$ cat src/include/fmr_pkg.sv
/*
  Constants and carrier types of the FM register, phase and operator core.
  Assumes one 250 MHz clock and 32-bit APB with byte addresses.
*/
package fmr_pkg;
  // ******************************
  // apb map, byte addresses
  // ******************************
  localparam logic [11:0] OFS_LOC = 12'h000;
  localparam logic [11:0] OFS_DATA = 12'h004;
  localparam logic [11:0] OFS_STAT = 12'h008;
  localparam int STAT_BUSY_BIT = 7;
  localparam logic [6:0] BUSY_CYC = 7'h44;

  // ******************************
  // parameter store layout
  // ******************************
  localparam logic [7:0] LOC_TRIG = 8'h08;
  localparam logic [7:0] LOC_AUX = 8'h1B;
  localparam logic [7:0] LOC_VOICE = 8'h20;
  localparam logic [7:0] LOC_PITCH = 8'h28;
  localparam logic [7:0] LOC_FRAC = 8'h30;
  localparam logic [7:0] LOC_VIB = 8'h38;
  localparam logic [7:0] LOC_RATIO = 8'h40;
  localparam logic [7:0] LOC_COARSE = 8'hC0;
  localparam int AUX_A_BIT = 6;
  localparam int AUX_B_BIT = 7;
  localparam int TRIG_MASK_LSB = 3;
  localparam int FRAC_LSB = 2;
  localparam int VIB_LSB = 4;
  localparam int FB_LSB = 3;
  localparam int FINE_LSB = 4;
  localparam int COARSE_LSB = 6;

  // ******************************
  // pitch and wave tables
  // ******************************
  localparam int OCT_SPAN = 768;
  localparam int STEP_SPAN = 64;
  localparam int PITCH_MAX = 6143;
  localparam int TOP_OCT = 7;
  localparam int MOD_SHIFT = 3;
  // top-octave increments of the twelve semitones plus the next octave step
  localparam logic [220:0] BASE_TBL = {17'h144C8, 17'h1328E, 17'h12159,
    17'h1111C, 17'h101C8, 17'h0F350, 17'h0E5A8, 17'h0D8C4, 17'h0CC9A,
    17'h0C11E, 17'h0B647, 17'h0AC0C, 17'h0A264};
  // coarse offsets in 1/64 semitone steps
  localparam logic [39:0] COARSE_TBL = {10'h260, 10'h1F4, 10'h180, 10'h000};
  // quarter sine, 32 points, full scale 4095
  localparam logic [383:0] SINE_TBL = {12'hFFE, 12'hFF4, 12'hFE0, 12'hFC3,
    12'hF9C, 12'hF6B, 12'hF30, 12'hEED, 12'hEA0, 12'hE4A, 12'hDEB, 12'hD84,
    12'hD14, 12'hC9C, 12'hC1D, 12'hB96, 12'hB08, 12'hA73, 12'h9D7, 12'h936,
    12'h88F, 12'h7E2, 12'h731, 12'h67B, 12'h5C2, 12'h505, 12'h444, 12'h381,
    12'h2BC, 12'h1F5, 12'h12D, 12'h065};

  // ******************************
  // carrier types
  // ******************************
  typedef enum logic {WR_IDLE, WR_WAIT} fmr_wr_t;
  typedef struct packed {
    logic [4:0] slot;
    logic key_on;
  } fmr_slot_t;
  typedef struct packed {
    logic valid;
    logic [2:0] voice;
    logic signed [14:0] sample;
  } fmr_voice_out_t;
endpackage

$ cat src/hdl/fmr_core.sv
/*
  FM core: APB parameter store with write-pending status, aux pins,
  note trigger, 32-slot phase generator and operator stage.
  Assumes the envelope value for the shown slot arrives on env_atten and
  the LFO pitch signal on lfo_pm; both are sampled synchronously.
*/
`timescale 1ns/100ps
module fmr_core
  import fmr_pkg::*;
(
  input wire logic clk,
  input wire logic nrst,
  input wire logic initial_clear_n,
  input wire logic psel,
  input wire logic penable,
  input wire logic pwrite,
  input wire logic [11:0] paddr,
  input wire logic [31:0] pwdata,
  output logic [31:0] prdata,
  output logic pready,
  output logic pslverr,
  input wire logic signed [7:0] lfo_pm,
  input wire logic [9:0] env_atten,
  output fmr_slot_t slot_info,
  output fmr_voice_out_t voice_out,
  output logic aux_output_pin_a,
  output logic aux_output_pin_b
);
  // ******************************
  // functions
  // ******************************
  // offsets that answer on the bus
  function automatic logic fmr_hit(input logic [11:0] a);
    return (a == OFS_LOC) || (a == OFS_DATA) || (a == OFS_STAT);
  endfunction
  // phase step of one operator from its pitch settings
  function automatic logic [19:0] fmr_inc(input logic [6:0] pc, input logic [5:0] fr,
    input logic signed [10:0] vib, input logic [1:0] cd, input logic [2:0] fd,
    input logic [3:0] mr);
    int k, p, oc, f, b0, b1, v, d;
    // semitone codes skip every fourth value; the clamp catches the unused top code
    k = int'(pc[3:0]) - int'(pc[3:2]);
    k = (k > 11) ? 11 : k;
    p = int'(pc[6:4]) * OCT_SPAN + k * STEP_SPAN + int'(fr) + int'(vib)
      + int'(COARSE_TBL[int'(cd) * 10 +: 10]);
    p = (p < 0) ? 0 : (p > PITCH_MAX) ? PITCH_MAX : p;
    oc = p / OCT_SPAN;
    k = (p % OCT_SPAN) / STEP_SPAN;
    f = p % STEP_SPAN;
    b0 = int'(BASE_TBL[k * 17 +: 17]);
    b1 = int'(BASE_TBL[(k + 1) * 17 +: 17]);
    v = (b0 + ((b1 - b0) * f) / STEP_SPAN) >> (TOP_OCT - oc);
    d = int'(fd[1:0]) * (oc + 1);
    v = fd[2] ? v - d : v + d;
    v = (mr == 4'h0) ? v / 2 : v * int'(mr); // ratio zero means one half
    return v[19:0];
  endfunction
  // ******************************
  // bus slave
  // ******************************
  logic [7:0] loc_q, data_q;
  logic [7:0] store_q [256];
  logic [6:0] busy_cnt_q;
  logic [31:0] prdata_q;
  fmr_wr_t wr_q;
  logic busy, wr_go, setup, commit;
  // zero-wait slave; an unmapped offset answers with an error
  assign setup = psel & ~penable;
  assign pready = 1'b1;
  assign pslverr = psel & penable & ~fmr_hit(paddr);
  assign prdata = prdata_q;
  assign wr_go = psel & penable & pwrite & (paddr == OFS_DATA);
  assign busy = (busy_cnt_q != 7'h00);
  assign commit = (busy_cnt_q == 7'h01);
  // read data is chosen in the setup cycle so it stands in the access cycle
  always_ff @(posedge clk or negedge nrst) begin
    if (!nrst) begin
      prdata_q <= 32'h0000_0000;
    end else if (setup && !pwrite) begin
      unique case (paddr)
        OFS_LOC: prdata_q <= {24'h000000, loc_q};
        OFS_DATA: prdata_q <= {24'h000000, data_q};
        OFS_STAT: prdata_q <= 32'(busy) << STAT_BUSY_BIT;
        default: prdata_q <= 32'h0000_0000;
      endcase
    end
  end

  // location first, then data; the data write launches the store update
  always_ff @(posedge clk or negedge nrst) begin
    if (!nrst) begin
      loc_q <= 8'h00;
      data_q <= 8'h00;
    end else if (psel && penable && pwrite) begin
      if (paddr == OFS_LOC) begin
        loc_q <= pwdata[7:0];
      end else if (paddr == OFS_DATA) begin
        data_q <= pwdata[7:0];
      end
    end
  end

  // pending-write timer; a new data byte restarts it, older data is lost
  always_ff @(posedge clk or negedge nrst) begin
    if (!nrst) begin
      busy_cnt_q <= 7'h00;
      wr_q <= WR_IDLE;
    end else if (wr_go) begin
      busy_cnt_q <= BUSY_CYC;
      wr_q <= WR_WAIT;
    end else if (busy) begin
      busy_cnt_q <= busy_cnt_q - 7'h01;
      wr_q <= commit ? WR_IDLE : WR_WAIT;
    end
  end

  // parameter store; clear holds every byte at zero and drops commits
  always_ff @(posedge clk or negedge nrst) begin
    if (!nrst) begin
      store_q <= '{default: 8'h00};
    end else if (!initial_clear_n) begin
      store_q <= '{default: 8'h00};
    end else if (commit && wr_q == WR_WAIT) begin
      store_q[loc_q] <= data_q;
    end
  end
  // aux pins follow their store bits, so clear drives them low
  assign aux_output_pin_a = store_q[LOC_AUX][AUX_A_BIT];
  assign aux_output_pin_b = store_q[LOC_AUX][AUX_B_BIT];
  // ******************************
  // slot sequencer and note trigger
  // ******************************
  logic sub_q, trig_go;
  logic [4:0] slot_q;
  logic [31:0] key_q;
  logic [2:0] voice;
  logic [1:0] op;

  assign trig_go = commit && wr_q == WR_WAIT && initial_clear_n && loc_q == LOC_TRIG;
  assign voice = slot_q[4:2];
  assign op = slot_q[1:0];
  assign slot_info = '{slot: slot_q, key_on: key_q[slot_q]};

  // two clocks per slot, 64 per sample, as the pitch tables expect
  always_ff @(posedge clk or negedge nrst) begin
    if (!nrst) begin
      sub_q <= 1'b0;
      slot_q <= 5'h00;
    end else begin
      sub_q <= ~sub_q;
      if (sub_q) begin
        slot_q <= slot_q + 5'h01;
      end
    end
  end

  // slot of voice v, operator i is 4*v+i in the trigger bit order
  always_ff @(posedge clk or negedge nrst) begin
    if (!nrst) begin
      key_q <= 32'h0000_0000;
    end else if (!initial_clear_n) begin
      key_q <= 32'h0000_0000;
    end else if (trig_go) begin
      for (int i = 0; i < 4; i++) begin
        key_q[{data_q[2:0], 2'(i)}] <= data_q[TRIG_MASK_LSB + i];
      end
    end
  end

  // ******************************
  // phase generator
  // ******************************
  logic [19:0] phase_q [32];
  logic [19:0] inc, phase_next;
  logic [7:0] vcfg, scfg;
  logic signed [10:0] vib;
  logic [2:0] vsens;

  assign vcfg = store_q[LOC_VOICE + {5'h00, voice}];
  assign scfg = store_q[LOC_RATIO + {3'h0, slot_q}];
  assign vsens = store_q[LOC_VIB + {5'h00, voice}][VIB_LSB +: 3];

  // vibrato depth doubles per step of the sensitivity
  always_comb begin
    int g;
    g = (vsens == 3'h0) ? 0 : (1 << (int'(vsens) - 1));
    vib = 11'((int'(lfo_pm) * g) >>> 4);
  end

  assign inc = fmr_inc(store_q[LOC_PITCH + {5'h00, voice}][6:0],
    store_q[LOC_FRAC + {5'h00, voice}][FRAC_LSB +: 6], vib,
    store_q[LOC_COARSE + {3'h0, slot_q}][COARSE_LSB +: 2],
    scfg[FINE_LSB +: 3], scfg[3:0]);
  assign phase_next = phase_q[slot_q] + inc;
  // starting an operator restarts its phase; otherwise step once per slot
  always_ff @(posedge clk or negedge nrst) begin
    if (!nrst) begin
      phase_q <= '{default: 20'h00000};
    end else begin
      if (sub_q) begin
        phase_q[slot_q] <= phase_next;
      end
      if (trig_go) begin
        for (int i = 0; i < 4; i++) begin
          if (data_q[TRIG_MASK_LSB + i] && !key_q[{data_q[2:0], 2'(i)}]) begin
            phase_q[{data_q[2:0], 2'(i)}] <= 20'h00000;
          end
        end
      end
    end
  end
  // ******************************
  // operator stage
  // ******************************
  logic signed [12:0] opout_q [3];
  logic signed [12:0] m1a_q, m1b_q, amp;
  logic signed [14:0] modsum, vsum;
  logic [2:0] msel, alg, fb;
  logic [3:0] osel;
  logic [9:0] ph;
  fmr_voice_out_t vout_q;

  assign alg = vcfg[2:0];
  assign fb = vcfg[FB_LSB +: 3];

  // which earlier operators modulate this one, customary wiring
  always_comb begin
    msel = 3'h0;
    osel = 4'h8;
    unique case (op)
      2'h0: msel = 3'h0;
      2'h1: msel = (alg inside {3'h0, 3'h3, 3'h4, 3'h5, 3'h6}) ? 3'h1 : 3'h0;
      2'h2: msel = (alg == 3'h1) ? 3'h3 : (alg inside {3'h0, 3'h2}) ? 3'h2 : (alg == 3'h5) ? 3'h1 : 3'h0;
      2'h3: msel = (alg inside {3'h0, 3'h1, 3'h4}) ? 3'h4 : (alg == 3'h2) ? 3'h5
        : (alg == 3'h3) ? 3'h6 : (alg == 3'h5) ? 3'h1 : 3'h0;
    endcase
    unique case (alg)
      3'h4: osel = 4'hA;
      3'h5, 3'h6: osel = 4'hE;
      3'h7: osel = 4'hF;
      default: osel = 4'h8;
    endcase
  end

  // modulation sum; the first operator hears the last two first-operator outputs, those of the two previous voices
  always_comb begin
    modsum = 15'sh0000;
    for (int i = 0; i < 3; i++) begin
      if (msel[i]) begin
        modsum = modsum + 15'(opout_q[i]);
      end
    end
    modsum = (op == 2'h0 && fb != 3'h0) ? 15'((15'(m1a_q) + 15'(m1b_q)) >>> (4'hA - {1'b0, fb}))
      : modsum >>> MOD_SHIFT;
    ph = phase_q[slot_q][19:10] + modsum[9:0];
  end

  // quarter table folded out to a full wave, then scaled by envelope
  always_comb begin
    logic [4:0] idx;
    logic signed [12:0] s;
    logic [10:0] gain;
    idx = ph[8] ? ~ph[7:3] : ph[7:3];
    s = signed'({1'b0, SINE_TBL[int'(idx) * 12 +: 12]});
    s = ph[9] ? -s : s;
    gain = 11'h3FF - {1'b0, env_atten};
    amp = 13'((24'(s) * signed'(24'(gain))) >>> 10);
  end

  // voice mix of the carriers once the fourth operator is done
  always_comb begin
    vsum = osel[3] ? 15'(amp) : 15'sh0000;
    for (int i = 0; i < 3; i++) begin
      if (osel[i]) begin
        vsum = vsum + 15'(opout_q[i]);
      end
    end
  end
  // per-voice operator outputs, reused by the later operators of the voice
  always_ff @(posedge clk or negedge nrst) begin
    if (!nrst) begin
      opout_q <= '{default: 13'sh0000};
    end else if (sub_q && op != 2'h3) begin
      opout_q[op] <= amp;
    end
  end
  // feedback history is one pair shared by all voices, area traded against per-voice copies
  always_ff @(posedge clk or negedge nrst) begin
    if (!nrst) begin
      m1a_q <= 13'sh0000;
      m1b_q <= 13'sh0000;
    end else if (sub_q && op == 2'h0) begin
      m1a_q <= amp;
      m1b_q <= m1a_q;
    end
  end

  // one-cycle sample pulse toward the output summer
  always_ff @(posedge clk or negedge nrst) begin
    if (!nrst) begin
      vout_q <= '0;
    end else begin
      vout_q.valid <= sub_q && op == 2'h3;
      vout_q.voice <= voice;
      vout_q.sample <= vsum;
    end
  end
  assign voice_out = vout_q;
endmodule

$ cat config.mk
export PLATFORM = sky130hd
export DESIGN_NAME = fmr_core
export DESIGN_NICKNAME = d
export VERILOG_FILES = /design/src/include/fmr_pkg.sv /design/src/hdl/fmr_core.sv
export SDC_FILE = /design/constraint.sdc
export NUM_CORES = 2
export LEC_CHECK = 0
export ABC_AREA = 1
export CELL_PAD_IN_SITES_DETAIL_PLACEMENT = 1
export CELL_PAD_IN_SITES_GLOBAL_PLACEMENT = 1
export CORE_UTILIZATION = 38
export DETAILED_ROUTE_END_ITERATION = 16
export DONT_BUFFER_PORTS = 1
export PLACE_DENSITY = 0.76
export SETUP_SLACK_MARGIN = 0.05
export SYNTH_ARGS = -nofsm -noshare
export SYNTH_HDL_FRONTEND = slang
export SYNTH_SLANG_ARGS = --single-unit
$ cat constraint.sdc
create_clock -name clk -period 73 [get_ports clk]
set_input_delay 7.3 -clock clk [delete_from_list [all_inputs] [get_ports clk]]
set_output_delay 7.3 -clock clk [all_outputs]
set_load 0.02 [all_outputs]
=== Word level (Yosys, flattened, before mapping) ===
Cells that the tools add are included.

* $lt $le $gt $ge: 32
* Add/sub/neg operators: 35
* Divide/modulo/power cells: 2
* Equality and inequality tests: 17
* $mul: 10
* Shifts and indexed selects: 7
* Bitwise logic cells: 35
* Reductions and logical operators: 49
* Muxes and demuxes: 104

{| class="wikitable"
|+ Operator list
! kind !! count
|-
| 640-bit 2-to-1 mux || 9
|-
| 2048-bit 2-to-1 mux || 2
|-
| 640-bit AND || 4
|-
| 640-bit NOT || 4
|-
| 2048-bit bitwise mux || 1
|-
| 640-bit bitwise mux || 1
|-
| 20-bit demux with 5-bit select || 5
|-
| 221-bit by 32-bit indexed part select with 17-bit output, first input constant || 2
|-
| 8-bit binary-select mux with 8-bit select || 6
|-
| 384-bit by 10-bit indexed part select with 12-bit output, first input constant || 1
|-
| 32-bit 2-to-1 mux || 6
|-
| 20-bit 2-to-1 mux || 8
|-
| 32-bit bitwise mux || 4
|-
| 20-bit binary-select mux with 5-bit select || 1
|-
| 13-bit 2-to-1 mux || 5
|-
| 32-bit by 1-bit adder with 32-bit output || 2
|-
| 32-bit by 11-bit adder with 32-bit output || 2
|-
| 32-bit by 2-bit adder with 32-bit output, second input constant || 2
|-
| 8-bit demux with 8-bit select || 1
|-
| 32-bit by 6-bit multiplier with 32-bit output, second input constant || 2
|-
| 9-bit >= comparator, second input constant || 7
|-
| 15-bit 2-to-1 mux || 4
|-
| 7-bit 2-to-1 mux || 8
|-
| 15-bit by 13-bit adder with 15-bit output || 3
|-
| other kinds (94) || 201
|}

* Bits of input ports: 68
* Word-level logic and storage cells: 595
* Register bits after elaboration: 2866
* Output and inout port bits: 61

=== Logic depth before layout (Yosys ltp) ===
* Word-level depth: 49
* Gate-level depth with buffers: 233
* Depth with buffers taken out: 226

=== Worst setup path after synthesis ===
No wires, ideal clock.

* Kind: input port to flip-flop
* Start: input port lfo_pm[4]
* End: register phase_q[458] (netlist name)
* Slack: 37.365 ns
* Arrival time: 35.516 ns
* Buffers on the path: 6
* Library setup time: 0.120 ns
* Stages on the path: 196
* Path through: inv_1 nor2_1 fa_1 inv_1 fa_1 inv_1 fa_1 inv_1 fa_1 inv_1 ha_1 nand2_1 nor2_1 a211oi_1 o21ai_0 a21oi_1 o21bai_1 nand2_1 [... 160 more ...] a21oi_1 or2_2 nand2_1 a21oi_1 inv_1 a21oi_1 o21bai_1 a21oi_1 o21bai_1 a21o_1 a21oi_1 nor2_1 o21a_1 o21ai_0 nand2_1 clkbuf_1 o21ai_0 inv_1

* Cells in the longest elaborated chain, start to end: 40
* Elaborated cells between the ends (all ways): 51
* Those cells by class: add/sub: 13; mul: 6; div: 2; order compare: 2; shift: 3; mux: 14; bitwise: 8; reduce/logical: 3

{| class="wikitable"
|+ RTL lines
! what !! line !! text
|-
| from (decl) || fmr_core.sv:22 || <nowiki>input wire logic signed [7:0] lfo_pm,</nowiki>
|-
| 8-bit by 32-bit multiplier with 15-bit output * || fmr_core.sv:187 || <nowiki>vib = 11'((int'(lfo_pm) * g) >>> 4);</nowiki>
|-
| 32-bit by 11-bit adder with 32-bit output * || fmr_core.sv:44 || <nowiki>p = int'(pc[6:4]) * OCT_SPAN + k * STEP_SPAN + int'(fr) + int'(vib)</nowiki>
|-
| 32-bit by 11-bit adder with 32-bit output * || fmr_core.sv:45 || <nowiki>+ int'(COARSE_TBL[int'(cd) * 10 +: 10]);</nowiki>
|-
| 32-bit by 14-bit > comparator with 1-bit output || fmr_core.sv:46 || <nowiki>p = (p < 0) ? 0 : (p > PITCH_MAX) ? PITCH_MAX : p;</nowiki>
|-
| 32-bit 2-to-1 mux || fmr_core.sv:46 ||
|-
| 32-bit 2-to-1 mux * || fmr_core.sv:46 ||
|-
| 32-bit by 11-bit modulo with 32-bit output || fmr_core.sv:48 || <nowiki>k = (p % OCT_SPAN) / STEP_SPAN;</nowiki>
|-
| 6-bit OR reduction (no source line) || -- ||
|-
| [... 24 more ...] || -- ||
|-
| 640-bit 2-to-1 mux || fmr_core.sv:205 || <nowiki>if (data_q[TRIG_MASK_LSB + i] && !key_q[{data_q[2:0], 2'(i)}]) begin</nowiki>
|-
| 640-bit 2-to-1 mux || fmr_core.sv:203 || <nowiki>if (trig_go) begin</nowiki>
|-
| 640-bit AND (no source line) || -- ||
|-
| 640-bit 2-to-1 mux || fmr_core.sv:205 ||
|-
| 640-bit 2-to-1 mux || fmr_core.sv:203 ||
|-
| 640-bit AND (no source line) || -- ||
|-
| 640-bit 2-to-1 mux || fmr_core.sv:205 ||
|-
| 640-bit 2-to-1 mux * || fmr_core.sv:203 ||
|-
| to (signal, indexed assignment) || fmr_core.sv:201 || <nowiki>phase_q[slot_q] <= phase_next;</nowiki>
|-
| to (decl) || fmr_core.sv:173 || <nowiki>logic [19:0] phase_q [32];</nowiki>
|}

Mark *: on every way between the ends. The select of a mux whose other input is x is not followed.
A chain may end at the register's enable or synchronous reset.

=== Worst setup path after layout ===
* Start: input port lfo_pm[4]
* End: register phase_q[219] (netlist name)

Same word-level chain as after synthesis.

==> impl_metrics.env <==
export IMPL_end_kind="register"
export IMPL_hpwl_mm=254
export IMPL_avgRoutedWirePerCell_um=22.4
export IMPL_fillers=31300
export IMPL_cts_made_buffers=142
export IMPL_cts_htree_levels=4
export IMPL_hold_class="reg -> reg"
export IMPL_synth_edff_count=0
export IMPL_skew_ps=42.0
export IMPL_area_delta_synth_final_pct=8.35
export IMPL_cp_slowest_stage_delay_ps=600
export IMPL_clkSinkCount=1260
export IMPL_synth_top_family_by_area="compound AO/OA/AOI/OAI gates"
export IMPL_slew_violations=0
export IMPL_top_layer="met5"
export IMPL_ctsHoldBuffers=0
export IMPL_synth_top_flop_cell="dfrtp_1"
export IMPL_cp_max_fo=36
export IMPL_synth_cell_types=76
export IMPL_fp_coreArea_um2=249000
export IMPL_yosys_area_share_adder_pct=12.5
export IMPL_synth_simple_area_share_pct=20.5
export IMPL_synth_area_um2=95600
export IMPL_wirelength_mm=366
export IMPL_clock_latency_ps=830
export IMPL_grt_pass1_wl_mm=572
export IMPL_antenna_left=0
export IMPL_period_share_pct=60.2
export IMPL_slew_headroom_pct=7.85
export IMPL_path_class="in -> reg"
export IMPL_clockBufferDepth=3
export IMPL_utilization_pct=41.5
export IMPL_antenna_found_initial=6
export IMPL_drive_gt1_share_pct=5.22
export IMPL_crit_arrival_ps=44600
export IMPL_vias=94200
export IMPL_drt_iter0_drc=8122
export IMPL_rsz0062_at_grt="no"
export IMPL_synthXorXnorAreaFrac_pct=2.03
export IMPL_gp_congestion=1.02
export IMPL_cts_tree="done"
export IMPL_seq_area_um2=31500
export IMPL_path_clk_slew_ps=60
export IMPL_dr_wl_met3_mm=25.7
export IMPL_layout_nets=13700
export IMPL_crit_path_start_kind="input port"
export IMPL_grt_ovfl_total=0
export IMPL_drc_errors=0
export IMPL_final_min_clock_period_ps=43970
export IMPL_multi_input_area_um2=54800
export IMPL_start_util_pct=38.3
export IMPL_yosys_warnings=0
export IMPL_yosys_area_top_type="dfrtp_1"
export IMPL_root_buffer="clkbuf_16"
export IMPL_dr_pass1_iters=6
export IMPL_seq_area_frac_synth_pct=33.0
export IMPL_cts_resized=0
export IMPL_wirelength_met1_mm=157
export IMPL_fmax_mhz=22.7
export IMPL_synth_compound_area_share_pct=21.5
export IMPL_post_synth_cell_area_avg_um2=7.20
export IMPL_outcome="finished clean"
export IMPL_fp_dieW_um=503
export IMPL_cts_setup_buffers=0
export IMPL_fp_dieArea_um2=253000
export IMPL_vias_per_cell=5.76
export IMPL_route_met2_wl_mm=169
export IMPL_ys_seq_elements=1260
export IMPL_fin_hold_ws_ps=483
export IMPL_async_reset_ff_share_pct=100
export IMPL_synth_top_cell_area_share_pct=33.0
export IMPL_worstMarginPinSlew_ps=1370
export IMPL_finalSetupTns_ps=0
export IMPL_muxShareOfSynthArea_pct=0.0419
export IMPL_placementRows=183
export IMPL_crit_required_ps=73630
export IMPL_pin_count=129
export IMPL_synthTopCellsByArea="dfrtp_1, nand2_1, a21oi_1"
export IMPL_crit_slowest_cell="fa_1"
export IMPL_synthCells=13300
export IMPL_die_y_um=503
export IMPL_grt_max_degree=260
export IMPL_max_cap_viol_count=0
export IMPL_finalHoldViolCount=0
export IMPL_crit_top_cell="inv_1"
export IMPL_portBuffers=0
export IMPL_cp_top_family="compound AO/OA/AOI/OAI gates"
export IMPL_grt_usage_pct=28.7
export IMPL_grt_pass1_vias=96600
export IMPL_crit_buf_inv=37
export IMPL_setup_viol=0
==> registers in the layout, indices dropped and copies added, names as in the netlist <==
register	count
phase_q	640
store_q	464
opout_q	39
key_q	32
voice_out	19
m1a_q	13
m1b_q	13
data_q	8
loc_q	8
prdata	8
busy_cnt_q	7
slot_q	5
aux_output_pin_a	1
aux_output_pin_b	1
sub_q	1
wr_q	1
==> final timing paths <==
path | startpoint | slack, ps | endpoint | cells past startpoint
hold reg to reg | store_q[510]$_DFFE_PN0P_ | 480 | store_q[510]$_DFFE_PN0P_ | 2
max in group asynchronous | nrst | 64230 | store_q[1461]$_DFFE_PN0P_ | 4
setup reg to reg | slot_q[2]$_DFFE_PN0P_ | 32270 | phase_q[219]$_DFF_PN0_ | 203
min in group asynchronous | nrst | 6210 | phase_q[513]$_DFF_PN0_ | 0
hold / removal | store_q[510]$_DFFE_PN0P_ | 480 | store_q[510]$_DFFE_PN0P_ | 2
setup / recovery | lfo_pm[4] | 29030 | phase_q[219]$_DFF_PN0_ | 189
==> worst register-to-register path, delay by kind of cell, from the launching register on <==
kind            cells  cell delay [ps]
flops               1              390
xor+xnor           11             2750
buf+inv            42             6350
simple gates       66             9860
fa+ha+maj          25             9670
compound gates     59            11650
==> routing by layer <==
layer | vias up | track usage, %
met2 | 3310 | 46.7
met1 | 47000 | 38.1
met4 | 4 | 11.0
met3 | 811 | 4.71
li1 | 43100 | -
met5 | - | 0
==> area by class of cell <==
type / count / share of cell area, %
multi-input cells: 9526 / 52.9
flip-flops and latches: 1260 / 30.5
inverters: 1774 / 6.45
clock buffers: 219 / 4.03
well taps: 3330 / 4.02
repair buffers: 202 / 1.67
clock inverters: 41 / 0.450
diodes: 4 / 0.00967
==> Yosys cell counts (111+ instances only) <==
library cell / instances
dfrtp_1: 1260
inv_1: 1704
o22ai_1: 447
nand2_1: 2461
a21oi_1: 1359
clkbuf_1: 587
buf_1: 111
nand3_1: 822
nor2_1: 1147
fa_1: 305
xor2_1: 147
ha_1: 464
o21ai_0: 1289
o211ai_1: 142
==> stage by stage <==
step / instances / area (um^2) / setup WS [ps]
2_1_floorplan: 13400 / 95900 / 37360
3_3_place_gp: 16100 / 98900 / 29050
3_5_place_dp: 16100 / 98900 / 28490
4_1_cts: 16400 / 104000 / 29120
5_1_grt: 16400 / 104000 / 25770
6_report: 16400 / 104000 / 29030
==> placed cells by master, fill, tap and decap left out, drive strengths merged, types with 8 or more instances in the layout <==
master,netlist,final
a22oi,51,51
o31ai,18,18
o221ai,10,10
nand3b,19,19
a221oi,38,38
conb,2,98
dfrtp,1260,1260
o21a,10,10
clkinvlp,0,8
clkinv,29,51
xnor2,72,72
nand3,829,829
o22ai,447,447
o21bai,32,32
ha,464,464
nor2,1161,1161
xor2,148,148
a211oi,12,12
and2,12,12
nor3,63,63
nand2,2494,2494
o311ai,11,11
inv,1745,1751
a21o,18,18
a32oi,32,32
o21ai,1378,1378
a21oi,1363,1363
a31oi,49,49
o211ai,142,142
a32o,13,13
clkbuf,587,219
nor4,19,19
nand4,46,46
or2,91,91
buf,217,202
o2111ai,14,14
a22o,36,36
fa,305,305
==> logic make-up after synthesis <==
logic type	count (synthesis)
buffers and inverters	2578
and+or+nand+nor	4741
DFF	1260
muxes	4
xor gates and xnor gates	220
other	2
adders and majority gates	769
AOI/OAI and AO/OA	3694
Power is left out: the tool's default activity adds up to more than one toggle a clock period on the data nets, which glitch-free logic cannot reach.
